## src/hw/drive_sup_pkg.sv

```systemverilog
/*
 Shared constants for the drive parameter supervisor: widths, field limits,
 speed settings, low battery codes and timing counts.
 Assumes a 100 MHz system clock.
*/
package drive_sup_pkg;

	// ************************************************************
	// Clock and time base.
	// ************************************************************
	localparam int CLK_HZ = 100_000_000;
	localparam int TICK_MS = 1;
	localparam int TICK_CYCLES = CLK_HZ / 1000 * TICK_MS;
	localparam int MS_PER_SEC = 1000;
	localparam int SEC_PER_MIN = 60;
	localparam int SERVICE_ON_MS = 100;
	localparam int SERVICE_PERIOD_MS = 1100;
	localparam int SERVICE_WINDOW_SEC = 20;

	// ************************************************************
	// Field widths and limits.
	// ************************************************************
	localparam int RATE_W = 8;
	localparam int PCT_W = 7;
	localparam int AXIS_W = 8;
	localparam int DEM_W = 10;
	localparam logic [2:0] SPEED_MIN = 3'h1;
	localparam logic [2:0] SPEED_MAX = 3'h5;
	localparam logic [2:0] SPEED_STEPS = 3'h4;
	localparam logic [6:0] PCT_FULL = 7'h64;
	localparam logic [4:0] SLEEP_MAX_MIN = 5'h1E;
	localparam logic [5:0] STAT_MAX_MIN = 6'h3C;
	localparam logic signed [4:0] TRIM_MIN = -5'sd9;
	localparam logic signed [4:0] TRIM_MAX = 5'sd9;
	localparam logic [3:0] BEEP_MAX = 4'hA;
	localparam logic [3:0] BEEP_LEN_MS = 4'h5;

	// ************************************************************
	// Low battery display codes and LED count.
	// ************************************************************
	localparam logic [2:0] LOWBAT_OFF = 3'h0;
	localparam logic [2:0] LOWBAT_FLASH = 3'h1;
	localparam logic [2:0] LOWBAT_STEADY = 3'h2;
	localparam logic [2:0] LOWBAT_MAX = 3'h5;
	localparam int LED_COUNT = 5;

endpackage

```

## src/hw/drive_parameter_supervisor.sv

```systemverilog
/*
 Drive parameter supervisor: ramp scaling, joystick shaping, buttons, timers,
 battery display and alarms, braking rates.
 Assumes pins arrive asynchronously and parameters come from local logic.
*/
// Functional notes
// - Lowest speed setting decelerates at minimum percent of programmed deceleration.
// - Lowest setting turn acceleration is minimum percent of programmed value.
// - Lowest setting turn deceleration is minimum percent of programmed value.
// - Settings two to four interpolate linearly between lowest and full rate.
// - Full programmed rate applies only at speed setting five.
// - Sleep after 1 to 30 idle minutes; zero never sleeps.
// - Inversion on makes forward deflection drive in reverse.
// - Trim -9 to +9 offsets left and right demands for straight travel.
// - Beep loudness follows 0 to 10; zero is silent.
// - Without drive adjust, speed buttons work only when released and at rest.
// - Service due flashes five LEDs 100 ms on, 1 s off, first 20 s.
// - Low battery code selects LED pattern; codes one to five sound alarm.
// - Cut out only after voltage stays at or below threshold whole time.
// - Low voltage time programmable 1 to 255 seconds.
// - Fast brake uses its rate, or normal deceleration if that is higher.
// - Power off while moving stops at soft stop rate.
// - Stopping from reverse uses 25 to 100 percent of deceleration; the code applies soft_rev_pct as given, with no clamp.
// - Reverse alarm sounds while driving in reverse.
// - Brake disconnect alarm sounds while brakes sensed disconnected.
// - Brake fault detection only when enabled.
// - Joystick held deflected beyond 0 to 60 minutes cuts drive; zero disables.
// - Stationary timer restarts when movement exceeds the window.
module drive_parameter_supervisor
	import drive_sup_pkg::*;
#(
	parameter int TICK_DIV = TICK_CYCLES
) (
	// Clock and reset.
	input wire logic clk,
	input wire logic reset,
	input wire logic ce,
	// Ramp parameters.
	input wire logic [drive_sup_pkg::RATE_W-1:0] decel_rate,
	input wire logic [drive_sup_pkg::RATE_W-1:0] turn_accel_rate,
	input wire logic [drive_sup_pkg::RATE_W-1:0] turn_decel_rate,
	input wire logic [drive_sup_pkg::PCT_W-1:0] min_decel_pct,
	input wire logic [drive_sup_pkg::PCT_W-1:0] min_turn_accel_pct,
	input wire logic [drive_sup_pkg::PCT_W-1:0] min_turn_decel_pct,
	input wire logic [drive_sup_pkg::RATE_W-1:0] fast_brake_rate,
	input wire logic [drive_sup_pkg::RATE_W-1:0] soft_stop_rate,
	input wire logic [drive_sup_pkg::PCT_W-1:0] soft_rev_pct,
	// Operation parameters.
	input wire logic [4:0] sleep_minutes,
	input wire logic invert_joystick,
	input wire logic signed [4:0] steer_trim,
	input wire logic [3:0] beep_volume,
	input wire logic adjust_while_driving,
	input wire logic service_due,
	input wire logic [2:0] lowbat_code,
	input wire logic [7:0] cutout_threshold,
	input wire logic [7:0] low_volt_seconds,
	input wire logic reverse_alarm_en,
	input wire logic brake_alarm_en,
	input wire logic brake_fault_en,
	input wire logic [5:0] stationary_minutes,
	input wire logic [drive_sup_pkg::AXIS_W-1:0] stationary_window,
	// Pins from the chair.
	input wire logic signed [drive_sup_pkg::AXIS_W-1:0] joy_fwd,
	input wire logic signed [drive_sup_pkg::AXIS_W-1:0] joy_turn,
	input wire logic btn_up,
	input wire logic btn_down,
	input wire logic power_switch,
	input wire logic [7:0] battery_level,
	input wire logic at_rest,
	input wire logic brake_disconnected,
	input wire logic brake_fault_sense,
	// Drive outputs.
	output logic signed [drive_sup_pkg::DEM_W-1:0] left_demand,
	output logic signed [drive_sup_pkg::DEM_W-1:0] right_demand,
	output logic [drive_sup_pkg::RATE_W-1:0] active_decel,
	output logic [drive_sup_pkg::RATE_W-1:0] turn_accel_out,
	output logic [drive_sup_pkg::RATE_W-1:0] turn_decel_out,
	output logic [2:0] speed_setting,
	output logic drive_cut,
	// Status and annunciation.
	output logic sleep_active,
	output logic low_volt_cutout,
	output logic brake_fault,
	output logic [drive_sup_pkg::LED_COUNT-1:0] gauge_leds,
	output logic alarm,
	output logic [3:0] beep_level
);
	import drive_sup_pkg::*;

	// ************************************************************
	// Pin synchronisers.
	// ************************************************************
	localparam int SYN_W = 2 * AXIS_W + 8 + 6;
	logic [SYN_W-1:0] s1_q, s2_q;
	always_ff @(posedge clk) begin
		if (reset) begin
			s1_q <= '0;
			s2_q <= '0;
		end else if (ce) begin
			s1_q <= {joy_fwd, joy_turn, battery_level, btn_up, btn_down, power_switch,
				at_rest, brake_disconnected, brake_fault_sense};
			s2_q <= s1_q;
		end
	end
	logic signed [AXIS_W-1:0] jf, jt;
	logic [7:0] batt;
	logic b_up, b_dn, pwr, rest, brk_disc, brk_sense;
	assign {jf, jt, batt, b_up, b_dn, pwr, rest, brk_disc, brk_sense} = s2_q;

	function automatic logic [AXIS_W-1:0] mag(input logic signed [AXIS_W-1:0] v);
		return v[AXIS_W-1] ? AXIS_W'(-v) : AXIS_W'(v);
	endfunction

	// ************************************************************
	// Ramp scaling.
	// ************************************************************
	logic [2:0] speed_q, speed_d;
	logic [RATE_W-1:0] dec_scaled;
	ramp_scale #(.W(RATE_W)) u_dec (.clk(clk), .reset(reset), .ce(ce),
		.full_rate(decel_rate), .min_pct(min_decel_pct), .speed_set(speed_q),
		.rate(dec_scaled));
	ramp_scale #(.W(RATE_W)) u_tacc (.clk(clk), .reset(reset), .ce(ce),
		.full_rate(turn_accel_rate), .min_pct(min_turn_accel_pct), .speed_set(speed_q),
		.rate(turn_accel_out));
	ramp_scale #(.W(RATE_W)) u_tdec (.clk(clk), .reset(reset), .ce(ce),
		.full_rate(turn_decel_rate), .min_pct(min_turn_decel_pct), .speed_set(speed_q),
		.rate(turn_decel_out));

	// ************************************************************
	// Prescaler: millisecond, second and minute ticks.
	// ************************************************************
	logic [31:0] pre_q, pre_d;
	logic [9:0] ms_q, ms_d;
	logic [5:0] sec_q, sec_d;
	logic tick_ms, tick_s, tick_m;
	always_comb begin
		tick_ms = (pre_q == 32'(TICK_DIV - 1));
		tick_s = tick_ms && (ms_q == 10'(MS_PER_SEC - 1));
		tick_m = tick_s && (sec_q == 6'(SEC_PER_MIN - 1));
		pre_d = tick_ms ? '0 : pre_q + 32'h1;
		ms_d = tick_s ? '0 : (tick_ms ? ms_q + 10'h1 : ms_q);
		sec_d = tick_m ? '0 : (tick_s ? sec_q + 6'h1 : sec_q);
	end
	always_ff @(posedge clk) begin
		if (reset) begin
			pre_q <= '0;
			ms_q <= '0;
			sec_q <= '0;
		end else if (ce) begin
			pre_q <= pre_d;
			ms_q <= ms_d;
			sec_q <= sec_d;
		end
	end

	// ************************************************************
	// Speed buttons and beep.
	// ************************************************************
	logic up_q, dn_q, up_d, dn_d;
	logic [3:0] beep_q, beep_d, beep_t_q, beep_t_d;
	logic driving, press, allow;
	always_comb begin
		driving = (jf != '0) || (jt != '0);
		up_d = b_up;
		dn_d = b_dn;
		press = (b_up && !up_q) || (b_dn && !dn_q);
		allow = adjust_while_driving || (!driving && rest);
		speed_d = speed_q;
		if (allow && b_up && !up_q && speed_q < SPEED_MAX) begin
			speed_d = speed_q + 3'h1;
		end else if (allow && b_dn && !dn_q && speed_q > SPEED_MIN) begin
			speed_d = speed_q - 3'h1;
		end
		beep_t_d = beep_t_q;
		beep_d = beep_q;
		if (press && beep_volume != 4'h0) begin
			beep_t_d = BEEP_LEN_MS;
			beep_d = (beep_volume > BEEP_MAX) ? BEEP_MAX : beep_volume;
		end else if (beep_t_q != 4'h0) begin
			beep_t_d = tick_ms ? beep_t_q - 4'h1 : beep_t_q;
		end else begin
			beep_d = 4'h0;
		end
	end
	always_ff @(posedge clk) begin
		if (reset) begin
			speed_q <= SPEED_MIN;
			up_q <= 1'b0;
			dn_q <= 1'b0;
			beep_q <= 4'h0;
			beep_t_q <= 4'h0;
		end else if (ce) begin
			speed_q <= speed_d;
			up_q <= up_d;
			dn_q <= dn_d;
			beep_q <= beep_d;
			beep_t_q <= beep_t_d;
		end
	end

	// ************************************************************
	// Sleep, stationary and low voltage timers.
	// ************************************************************
	logic [4:0] idle_q, idle_d;
	logic [5:0] stat_q, stat_d;
	logic [8:0] lv_q, lv_d;
	logic sleep_q, sleep_d, cut_q, cut_d, lvc_q, lvc_d;
	logic signed [AXIS_W-1:0] ref_f_q, ref_t_q, ref_f_d, ref_t_d;
	logic moved;
	always_comb begin
		moved = (mag(AXIS_W'(jf - ref_f_q)) > stationary_window) ||
			(mag(AXIS_W'(jt - ref_t_q)) > stationary_window);
		// Minute and second ticks run free, so each timer counts one tick past its
		// setting: the wait is never shorter than programmed, at most one tick longer.
		idle_d = driving ? '0 : (tick_m && idle_q <= SLEEP_MAX_MIN ? idle_q + 5'h1 : idle_q);
		sleep_d = (sleep_minutes != 5'h0) && (idle_d > sleep_minutes);
		ref_f_d = ref_f_q;
		ref_t_d = ref_t_q;
		stat_d = stat_q;
		if (!driving || moved) begin
			stat_d = '0;
			ref_f_d = jf;
			ref_t_d = jt;
		end else if (tick_m && stat_q <= STAT_MAX_MIN) begin
			stat_d = stat_q + 6'h1;
		end
		cut_d = (stationary_minutes != 6'h0) && driving &&
			(stat_d > stationary_minutes);
		lv_d = (batt > cutout_threshold) ? '0 :
			(tick_s && lv_q != 9'h1FF ? lv_q + 9'h1 : lv_q);
		// The cut out latches; only reset brings the chair back.
		lvc_d = lvc_q || (lv_d > 9'(low_volt_seconds) && low_volt_seconds != 8'h0);
	end
	always_ff @(posedge clk) begin
		if (reset) begin
			idle_q <= '0;
			stat_q <= '0;
			lv_q <= '0;
			sleep_q <= 1'b0;
			cut_q <= 1'b0;
			lvc_q <= 1'b0;
			ref_f_q <= '0;
			ref_t_q <= '0;
		end else if (ce) begin
			idle_q <= idle_d;
			stat_q <= stat_d;
			lv_q <= lv_d;
			sleep_q <= sleep_d;
			cut_q <= cut_d;
			lvc_q <= lvc_d;
			ref_f_q <= ref_f_d;
			ref_t_q <= ref_t_d;
		end
	end

	// ************************************************************
	// Demand shaping and braking rate selection.
	// ************************************************************
	logic signed [DEM_W-1:0] left_q, left_d, right_q, right_d, fwd_e, turn_e, trim_e;
	logic [RATE_W-1:0] dec_q, dec_d;
	logic [RATE_W+PCT_W-1:0] rev_w;
	logic rev_q, rev_d, halt;
	logic was_rest_q, was_rest_d;
	always_comb begin
		fwd_e = invert_joystick ? -DEM_W'(jf) : DEM_W'(jf);
		trim_e = (steer_trim > TRIM_MAX) ? DEM_W'(TRIM_MAX) :
			((steer_trim < TRIM_MIN) ? DEM_W'(TRIM_MIN) : DEM_W'(steer_trim));
		turn_e = DEM_W'(jt);
		halt = cut_q || lvc_q || sleep_q || !pwr;
		left_d = halt ? '0 : fwd_e + turn_e + ((fwd_e != '0) ? trim_e : '0);
		right_d = halt ? '0 : fwd_e - turn_e - ((fwd_e != '0) ? trim_e : '0);
		// The pins carry no speed sign, so direction is fixed as the chair leaves rest.
		was_rest_d = rest;
		rev_d = rest ? 1'b0 : (was_rest_q ? (fwd_e < 0) : rev_q);
		rev_w = (RATE_W+PCT_W)'(dec_scaled) * (RATE_W+PCT_W)'(soft_rev_pct);
		if (!pwr && !rest) begin
			dec_d = soft_stop_rate;
		end else if (!rev_q && fwd_e < 0) begin
			// Pulling back while moving forward is a fast brake.
			dec_d = (fast_brake_rate < dec_scaled) ? dec_scaled : fast_brake_rate;
		end else if (rev_q && fwd_e == '0) begin
			dec_d = RATE_W'(rev_w / (RATE_W+PCT_W)'(PCT_FULL));
		end else begin
			dec_d = dec_scaled;
		end
	end
	always_ff @(posedge clk) begin
		if (reset) begin
			left_q <= '0;
			right_q <= '0;
			dec_q <= '0;
			rev_q <= 1'b0;
			was_rest_q <= 1'b1;
		end else if (ce) begin
			left_q <= left_d;
			right_q <= right_d;
			dec_q <= dec_d;
			rev_q <= rev_d;
			was_rest_q <= was_rest_d;
		end
	end

	// ************************************************************
	// Battery gauge, service reminder and alarms.
	// ************************************************************
	logic [10:0] svc_ms_q, svc_ms_d;
	logic [4:0] svc_s_q, svc_s_d;
	logic [LED_COUNT-1:0] leds_q, leds_d;
	logic alarm_q, alarm_d, bf_q, bf_d, svc_win;
	always_comb begin
		svc_win = service_due && (svc_s_q < 5'(SERVICE_WINDOW_SEC));
		svc_ms_d = !tick_ms ? svc_ms_q :
			((svc_ms_q == 11'(SERVICE_PERIOD_MS - 1)) ? '0 : svc_ms_q + 11'h1);
		svc_s_d = (tick_s && svc_s_q != 5'h1F) ? svc_s_q + 5'h1 : svc_s_q;
		leds_d = '0;
		if (svc_win) begin
			leds_d = (svc_ms_q < 11'(SERVICE_ON_MS)) ? '1 : '0;
		end else begin
			unique case (lowbat_code)
				LOWBAT_OFF: leds_d = '0;
				LOWBAT_FLASH: leds_d = {4'h0, sec_q[0]};
				LOWBAT_STEADY: leds_d = 5'h01;
				3'h3: leds_d = 5'h03;
				3'h4: leds_d = 5'h07;
				3'h5: leds_d = 5'h0F;
				default: leds_d = '0;
			endcase
		end
		bf_d = brake_fault_en && brk_sense;
		alarm_d = (lowbat_code != LOWBAT_OFF && lowbat_code <= LOWBAT_MAX) ||
			(reverse_alarm_en && rev_q && !rest) ||
			(brake_alarm_en && brk_disc);
	end
	always_ff @(posedge clk) begin
		if (reset) begin
			svc_ms_q <= '0;
			svc_s_q <= '0;
			leds_q <= '0;
			alarm_q <= 1'b0;
			bf_q <= 1'b0;
		end else if (ce) begin
			svc_ms_q <= svc_ms_d;
			svc_s_q <= svc_s_d;
			leds_q <= leds_d;
			alarm_q <= alarm_d;
			bf_q <= bf_d;
		end
	end

	assign left_demand = left_q;
	assign right_demand = right_q;
	assign active_decel = dec_q;
	assign speed_setting = speed_q;
	assign drive_cut = cut_q;
	assign sleep_active = sleep_q;
	assign low_volt_cutout = lvc_q;
	assign brake_fault = bf_q;
	assign gauge_leds = leds_q;
	assign alarm = alarm_q;
	assign beep_level = beep_q;
endmodule

```

## src/hw/ramp_scale.sv

```systemverilog
/*
 Scales one ramp rate across the five speed settings.
 Assumes inputs are stable levels from the same clock domain.
*/
module ramp_scale
	import drive_sup_pkg::*;
#(
	parameter int W = RATE_W
) (
	// Clock.
	input wire logic clk,
	input wire logic reset,
	input wire logic ce,
	// Parameters.
	input wire logic [W-1:0] full_rate,
	input wire logic [PCT_W-1:0] min_pct,
	input wire logic [2:0] speed_set,
	// Result.
	output logic [W-1:0] rate
);
	logic [W-1:0] rate_q, rate_d;
	logic [W+PCT_W:0] low_w;
	logic [W+3:0] span_w;
	logic [W-1:0] low_rate;

	always_comb begin
		low_w = (W+PCT_W+1)'(full_rate) * (W+PCT_W+1)'(min_pct);
		low_rate = W'(low_w / (W+PCT_W+1)'(PCT_FULL));
		span_w = (W+4)'(full_rate - low_rate) * (W+4)'(speed_set - SPEED_MIN);
		if (speed_set >= SPEED_MAX) begin
			rate_d = full_rate;
		end else if (speed_set <= SPEED_MIN) begin
			rate_d = low_rate;
		end else begin
			rate_d = low_rate + W'(span_w / (W+4)'(SPEED_STEPS));
		end
	end

	always_ff @(posedge clk) begin
		if (reset) begin
			rate_q <= '0;
		end else if (ce) begin
			rate_q <= rate_d;
		end
	end

	assign rate = rate_q;
endmodule

```

## config.mk

```make
export PLATFORM = sky130hd
export DESIGN_NAME = drive_parameter_supervisor
export DESIGN_NICKNAME = d
export VERILOG_FILES = /design/src/hw/drive_sup_pkg.sv /design/src/hw/drive_parameter_supervisor.sv /design/src/hw/ramp_scale.sv
export SDC_FILE = /design/constraint.sdc
export NUM_CORES = 2
export LEC_CHECK = 0
export ABC_AREA = 1
export BUFFER_PORTS_ARGS = -buffer_cell sky130_fd_sc_hd__buf_2
export CAP_MARGIN = 20
export CORE_MARGIN = 2
export CORE_UTILIZATION = 55
export CTS_CLUSTER_DIAMETER = 80
export CTS_CLUSTER_SIZE = 25
export DETAILED_ROUTE_END_ITERATION = 16
export HOLD_SLACK_MARGIN = 0.12
export PLACE_DENSITY = 0.76
export SLEW_MARGIN = 20
export SYNTH_ARGS = -nofsm -noshare
export SYNTH_HDL_FRONTEND = slang
export SYNTH_HIERARCHICAL = 1
export SYNTH_SLANG_ARGS = --single-unit
```

## constraint.sdc

```tcl
create_clock -name clk -period 24.2 [get_ports clk]
set_input_delay 3.63 -clock clk [delete_from_list [all_inputs] [get_ports clk]]
set_output_delay 3.63 -clock clk [all_outputs]
set_load 0.005 [all_outputs]
```

======== Word-level counts from Yosys, hierarchy flattened ========
Cells that the tools add are included.
storage, ports and cells
  bits in registers ....................... 237
  input port bits ......................... 154
  output and inout port bits .............. 61
  logic and storage cells ................. 215
operators by class
  add/sub/neg operators ................... 27
  multiply operators ...................... 7
  div/mod/pow operators ................... 4
  magnitude comparators ................... 20
  equal/unequal tests ..................... 12
  multiplexer cells ....................... 43
  reductions and logical operators ........ 71
operator list
  kind                                                   number
  two-way mux 8 bit                                      12
  two-way mux 10 bit                                     8
  multiplier 8 x 7 -> 15 bit                             4
  divider 15 x 7 -> 16 bit, second input constant        3
  multiplier 12 x 12 -> 10 bit                           3
  adder 32 x 1 -> 32 bit, second input constant          1
  equality test 32 x 17 -> 1 bit, second input constant  1
  two-way mux 32 bit                                     1
  logical AND 1 bit                                      29
  subtractor 8 x 8 -> 9 bit                              3
  adder 8 bit                                            3
  greater-than comparator 8 bit                          3
  two-way mux 4 bit                                      6
  two-way mux 6 bit                                      4
  nonzero test 8 bit                                     3
  adder 10 bit                                           2
  two-way mux 5 bit                                      4
  one-hot mux 4 bit (5 select lines)                     1
  subtractor 10 bit                                      2
  two-way mux 9 bit                                      2
  negation 8 bit                                         2
  AND reduction 2 bit                                    8
  subtractor 8 bit                                       2
  divider 15 x 7 -> 15 bit, second input constant        1
  other kinds (48)                                       76

======== Longest topological paths before layout ========
  depth in word-level cells ............... 10
  mapped depth ............................ 93

======== Modules after synthesis ========
Netlist, hierarchy kept.
by module, submodules not included
  module                      instances  cells an instance  area an instance (sq um)  seq. area each (sq um)
  drive_parameter_supervisor  1          2,368              16,216.8                  4,264.1
  ramp_scale (u_dec ...)      2          834                5,280.1                   160.2
  ramp_scale (u_tdec)         1          846                5,480.3                   160.2

======== Worst setup path before layout ========
OpenSTA, ideal clock, no wires.
  path kind ............................... input port to flip-flop
  start point ............................. input min_decel_pct[6] in the netlist's numbering
  end point ............................... register u_dec.rate_q[7] (netlist: u_dec/rate[7])
  library setup time ...................... 0.123 ns
  arrival time ............................ 15.419 ns
  slack ................................... 8.658 ns
  cell stages on the path ................. 78
  buffers on the path ..................... 1
  cells stage by stage .................... clkbuf_1 nand2_1 fa_1 fa_1 inv_1 fa_1 inv_1 fa_1 inv_1 ha_1 nand2_1 inv_2 a21oi_2 o21ai_0 xnor2_2 nand4_2 nand2_2 nand2_4 (+42 left out) inv_1 ha_1 nand2_1 nor2_1 a211oi_1 nor2_1 nor2_1 nor2_1 nor2_1 o21ai_0 a21oi_1 xor2_1 xor2_1 nand2_1 xor2_1 nand2_1 o211ai_1 a21oi_1
between the ends
  word-level cells in the longest chain between the ends .. 7
RTL lines
  element                         line                              source
  start: declaration              drive_parameter_supervisor.sv:42  input wire logic [drive_sup_pkg::PCT_W-1:0] min_decel_pct,
  multiplier 8 x 7 -> 15 bit (*)  ramp_scale.sv:27                  low_w = (W+PCT_W+1)'(full_rate) * (W+PCT_W+1)'(min_pct);
  divider 15 x 7 -> 16 bit (*)    ramp_scale.sv:28                  low_rate = W'(low_w / (W+PCT_W+1)'(PCT_FULL));
  subtractor 8 x 8 -> 9 bit       ramp_scale.sv:29                  span_w = (W+4)'(full_rate - low_rate) * (W+4)'(speed_set - SPEED_MIN);
  multiplier 12 x 12 -> 10 bit    ramp_scale.sv:29
  adder 8 bit                     ramp_scale.sv:35                  rate_d = low_rate + W'(span_w / (W+4)'(SPEED_STEPS));
  two-way mux 8 bit (*)           ramp_scale.sv:32                  end else if (speed_set <= SPEED_MIN) begin
  two-way mux 8 bit (*)           ramp_scale.sv:30                  if (speed_set >= SPEED_MAX) begin
  end signal: assignment          ramp_scale.sv:43                  rate_q <= rate_d;
  end: declaration                ramp_scale.sv:21                  logic [W-1:0] rate_q, rate_d;
Mark *: on every way between the ends. The rest lies on a longest branch, timed or not.
A chain may end at the register's enable or synchronous reset.

======== Worst setup path in the final report ========
  start point ............................. input decel_rate[1] in the netlist's numbering
  end point ............................... register u_dec.rate_q[7] (netlist: u_dec/rate[7])
between the ends
  word-level cells in the longest chain between the ends .. 7
RTL lines
  element                       line                              source
  start: declaration            drive_parameter_supervisor.sv:39  input wire logic [drive_sup_pkg::RATE_W-1:0] decel_rate,
  multiplier 8 x 7 -> 15 bit    ramp_scale.sv:27
  divider 15 x 7 -> 16 bit      ramp_scale.sv:28
  subtractor 8 x 8 -> 9 bit     ramp_scale.sv:29
  multiplier 12 x 12 -> 10 bit  ramp_scale.sv:29
  adder 8 bit                   ramp_scale.sv:35
  two-way mux 8 bit (*)         ramp_scale.sv:32
  two-way mux 8 bit (*)         ramp_scale.sv:30
Marks and branches as above.

==> results.md <==
* I/O pin count at 215
* Outcome: finished, final reports clean
* Die area at 60600 sq um
* Yosys cell types at 58
* Clock sink count at 237
* Element type at the critical path end: flip-flop
* Commonest non-fill, non-tap cell in the layout: nand2_1
* Reg-to-reg slack, setup at 16420 ps
* Post_cts resized at 0
* Synth warnings at 6
* Max-cap violations at 0
* Tmin final at 16490 ps
* Achievable frequency at 60.6 MHz
* Skew-Pair Late Insertion Delay at 550 ps
* Total number of vias at 30300
* Syn Nets at 5549
* CP delay by family, top: adder cells
* Tcrit/Tclk final at 68.2%
* Synth-to-Final Area Change at 6.94%
* Largest net degree at the start of global routing at 96
* Post-CTS setup repair buffer count at 0
* Root Driver: clkbuf_16
* Crit start category: primary input
* Vias per inst at 5.25
* Final TNS setup at 0 ps
* Drt drc at 0
* Least-Margin Pin Slew at 872 ps
* Min-delay worst type: flip-flop to flip-flop
* Slew headroom at 41.2%
* CTS tree: yes
* Share of post-route cells with drive strength above 1 at 12.2%
* DRT antenna net count at 0
* R2R depth at 54
* Clk_skew at 55.7 ps
* Critical Path Sink: u_dec/rate[7]
* Finished Layout Cells at 5782
* Initial DRT Pass Iterations at 6
* GR Util All Layers at 25.9%
* Critical path peak fanout at 10
* First-pass GRT wire length at 134000 microns
* Most frequent cells in the layout: nand2_1, inv_1, nor2_1
* Antenna violations before repair at 5
* Seq/Total Area, Yosys at 14.7%
* Final hold violation count at 0
* Chip width at 246 microns
* Die Y-Extent at 246 microns
* Starting DRT DRC Count at 1850
* Most frequent CP cell: nand2_1
* Post-synth EDFFs at 0
* Slew Viols, Final at 0
* Largest stage delay, worst path at 550 ps
* Wirelength, routed at 78200 microns
* Hold buffers post-CTS at 0
* CTS H-tree lvls at 1
* Worst R2R Start: u_dec/rate[1]
* Final worst setup slack at 7710 ps
* Arrival @ worst endpoint at 16900 ps
* TritonCTS Buffers at 18
* Final Wtd Congestion at 0.930
* Core Area at 57800 sq um
* Core Rows at 88
* Total gr overflow at 0
* DP HPWL at 63100 microns
* Crit path launch: decel_rate[1]
* Worst path bufs/invs at 12
* Max clock buf depth at 3
* Vias in the first global route at 28900
* Cell depth of the worst setup path at 80
* Placed Cells at 5751
* Worst EP required at 24610 ps
* RSZ-0062 raised after global routing: false
* Crit-path slowest cell: fa_1
* Endpoints failing setup at 0
* Cell count after synthesis at 4882
* Cell Area, Synth at 32300 sq um
* Initial Utilization at 55.8%
* Worst Path Class, Setup: primary input to flip-flop
* RR Endpoint: active_decel[0]
* Worst-path clk slew at 90 ps
* Setup WS pre-CTS at 7310 ps
* Post-synthesis async set-or-reset flop share at 0%
* Synthesis-stage register bit count at 237
* Commonest register cell after synthesis: dfxtp_1
* IO buf count at 214
* Post-Syn Area per Cell at 6.61 sq um
* Final net count at 5673
* Wire per inst at 13.5 microns
==> cell usage after synthesis, types with 6 or more instances <==
cell / instances / area, sq um
a211oi_1: 26 / 195
a21oi_1: 259 / 1300
a21oi_2: 10 / 87.6
a221oi_1: 6 / 52.6
a31oi_1: 27 / 169
clkbuf_1: 113 / 424
dfxtp_1: 237 / 4740
fa_1: 185 / 3700
ha_1: 328 / 4100
inv_1: 942 / 3540
inv_2: 63 / 236
nand2_1: 1035 / 3880
nand2_2: 122 / 763
nand2_4: 40 / 450
nand3_1: 227 / 1140
nand3_2: 37 / 370
nand3_4: 8 / 140
nand3b_1: 12 / 90.1
nand4_1: 88 / 551
nand4_2: 13 / 163
nand4_4: 7 / 149
nor2_1: 424 / 1590
nor2_2: 14 / 87.6
nor2_4: 16 / 180
nor3_1: 56 / 280
nor3b_1: 13 / 97.6
nor4_1: 31 / 194
o211ai_1: 25 / 188
o21a_1: 6 / 45.0
o21ai_0: 257 / 1290
o21ai_1: 23 / 115
o21ai_2: 7 / 61.3
o21bai_1: 17 / 128
or2_2: 10 / 62.6
xnor2_1: 47 / 412
xor2_1: 108 / 946
==> layer usage <==
layer / part of all wire (%) / vias to the layer above / global-route usage (%)
li1: - / 15600 / -
met1: 46 / 13900 / 34.5
met2: 47 / 658 / 44.8
met3: 4.8 / 120 / 2.36
met4: 2.3 / 4 / 6.81
met5: 0.033 / - / 0
==> through the flow <==
stage	util [%]	instance area (sq um)	hold slack, ps
6_report	59.7	34500	446
5_1_grt	59.7	34500	471
4_1_cts	59.7	34500	445
3_5_place_dp	58.7	33900	427
3_3_place_gp	58.7	33900	424
2_1_floorplan	-	32300	412
==> flip-flops by register name (all words and copies together) (netlist names), 9 cells and up <==
register and cells:
svc_ms_q 11, lv_q 9, s1_q 30, s2_q 30, left_demand 10, right_demand 10, pre_q 32, ms_q 10
==> worst register-to-register path: cells and delay by family, from the launching register on <==
| family | cells | cell delay [ps] |
|---|---|---|
| adder cells (fa/ha/maj) | 5 | 2450 |
| AND/OR/NAND/NOR | 43 | 4370 |
| AO/OA/AOI/OAI | 1 | 50 |
| flip-flops | 1 | 530 |
| buffers and inverters | 5 | 270 |
==> layout make-up <==
cell class | instances | area [sq um]
Antenna cell | 3 | 7.51
Inverter | 1009 | 3790
Sequential cell | 237 | 4740
Clock inverter | 10 | 118
Clock buffer | 18 | 450
Fill cell | 5582 | 23300
Multi-Input combinational cell | 3514 | 23300
Tap cell | 765 | 957
Timing Repair Buffer | 226 | 1160
==> logic make-up after synthesis <==
logic type | Yosys count | synth area share (%)
AO/OA/AOI/OAI | 679 | 11.6
XOR/XNOR | 157 | 4.31
adder cells (fa/ha/maj) | 513 | 24.2
buffers and inverters | 1131 | 13.2
flip-flops | 237 | 14.7
AND/OR/NAND/NOR | 2165 | 32.0
==> worst min path at each step <==
stage / start / slack (ps) / cells past startpoint / end
6_report: pre_q[8] / 450 / 1 / pre_q[8]
5_1_grt: pre_q[8] / 470 / 1 / pre_q[8]
4_1_cts: pre_q[8] / 440 / 1 / pre_q[8]
3_5_place_dp: pre_q[8] / 430 / 1 / pre_q[8]
3_3_place_gp: pre_q[8] / 420 / 1 / pre_q[8]
2_1_floorplan: pre_q[8] / 410 / 1 / pre_q[8]
Power is not shown: default switching activity piles up to over one toggle a cycle in this logic, so the estimate is an artifact.
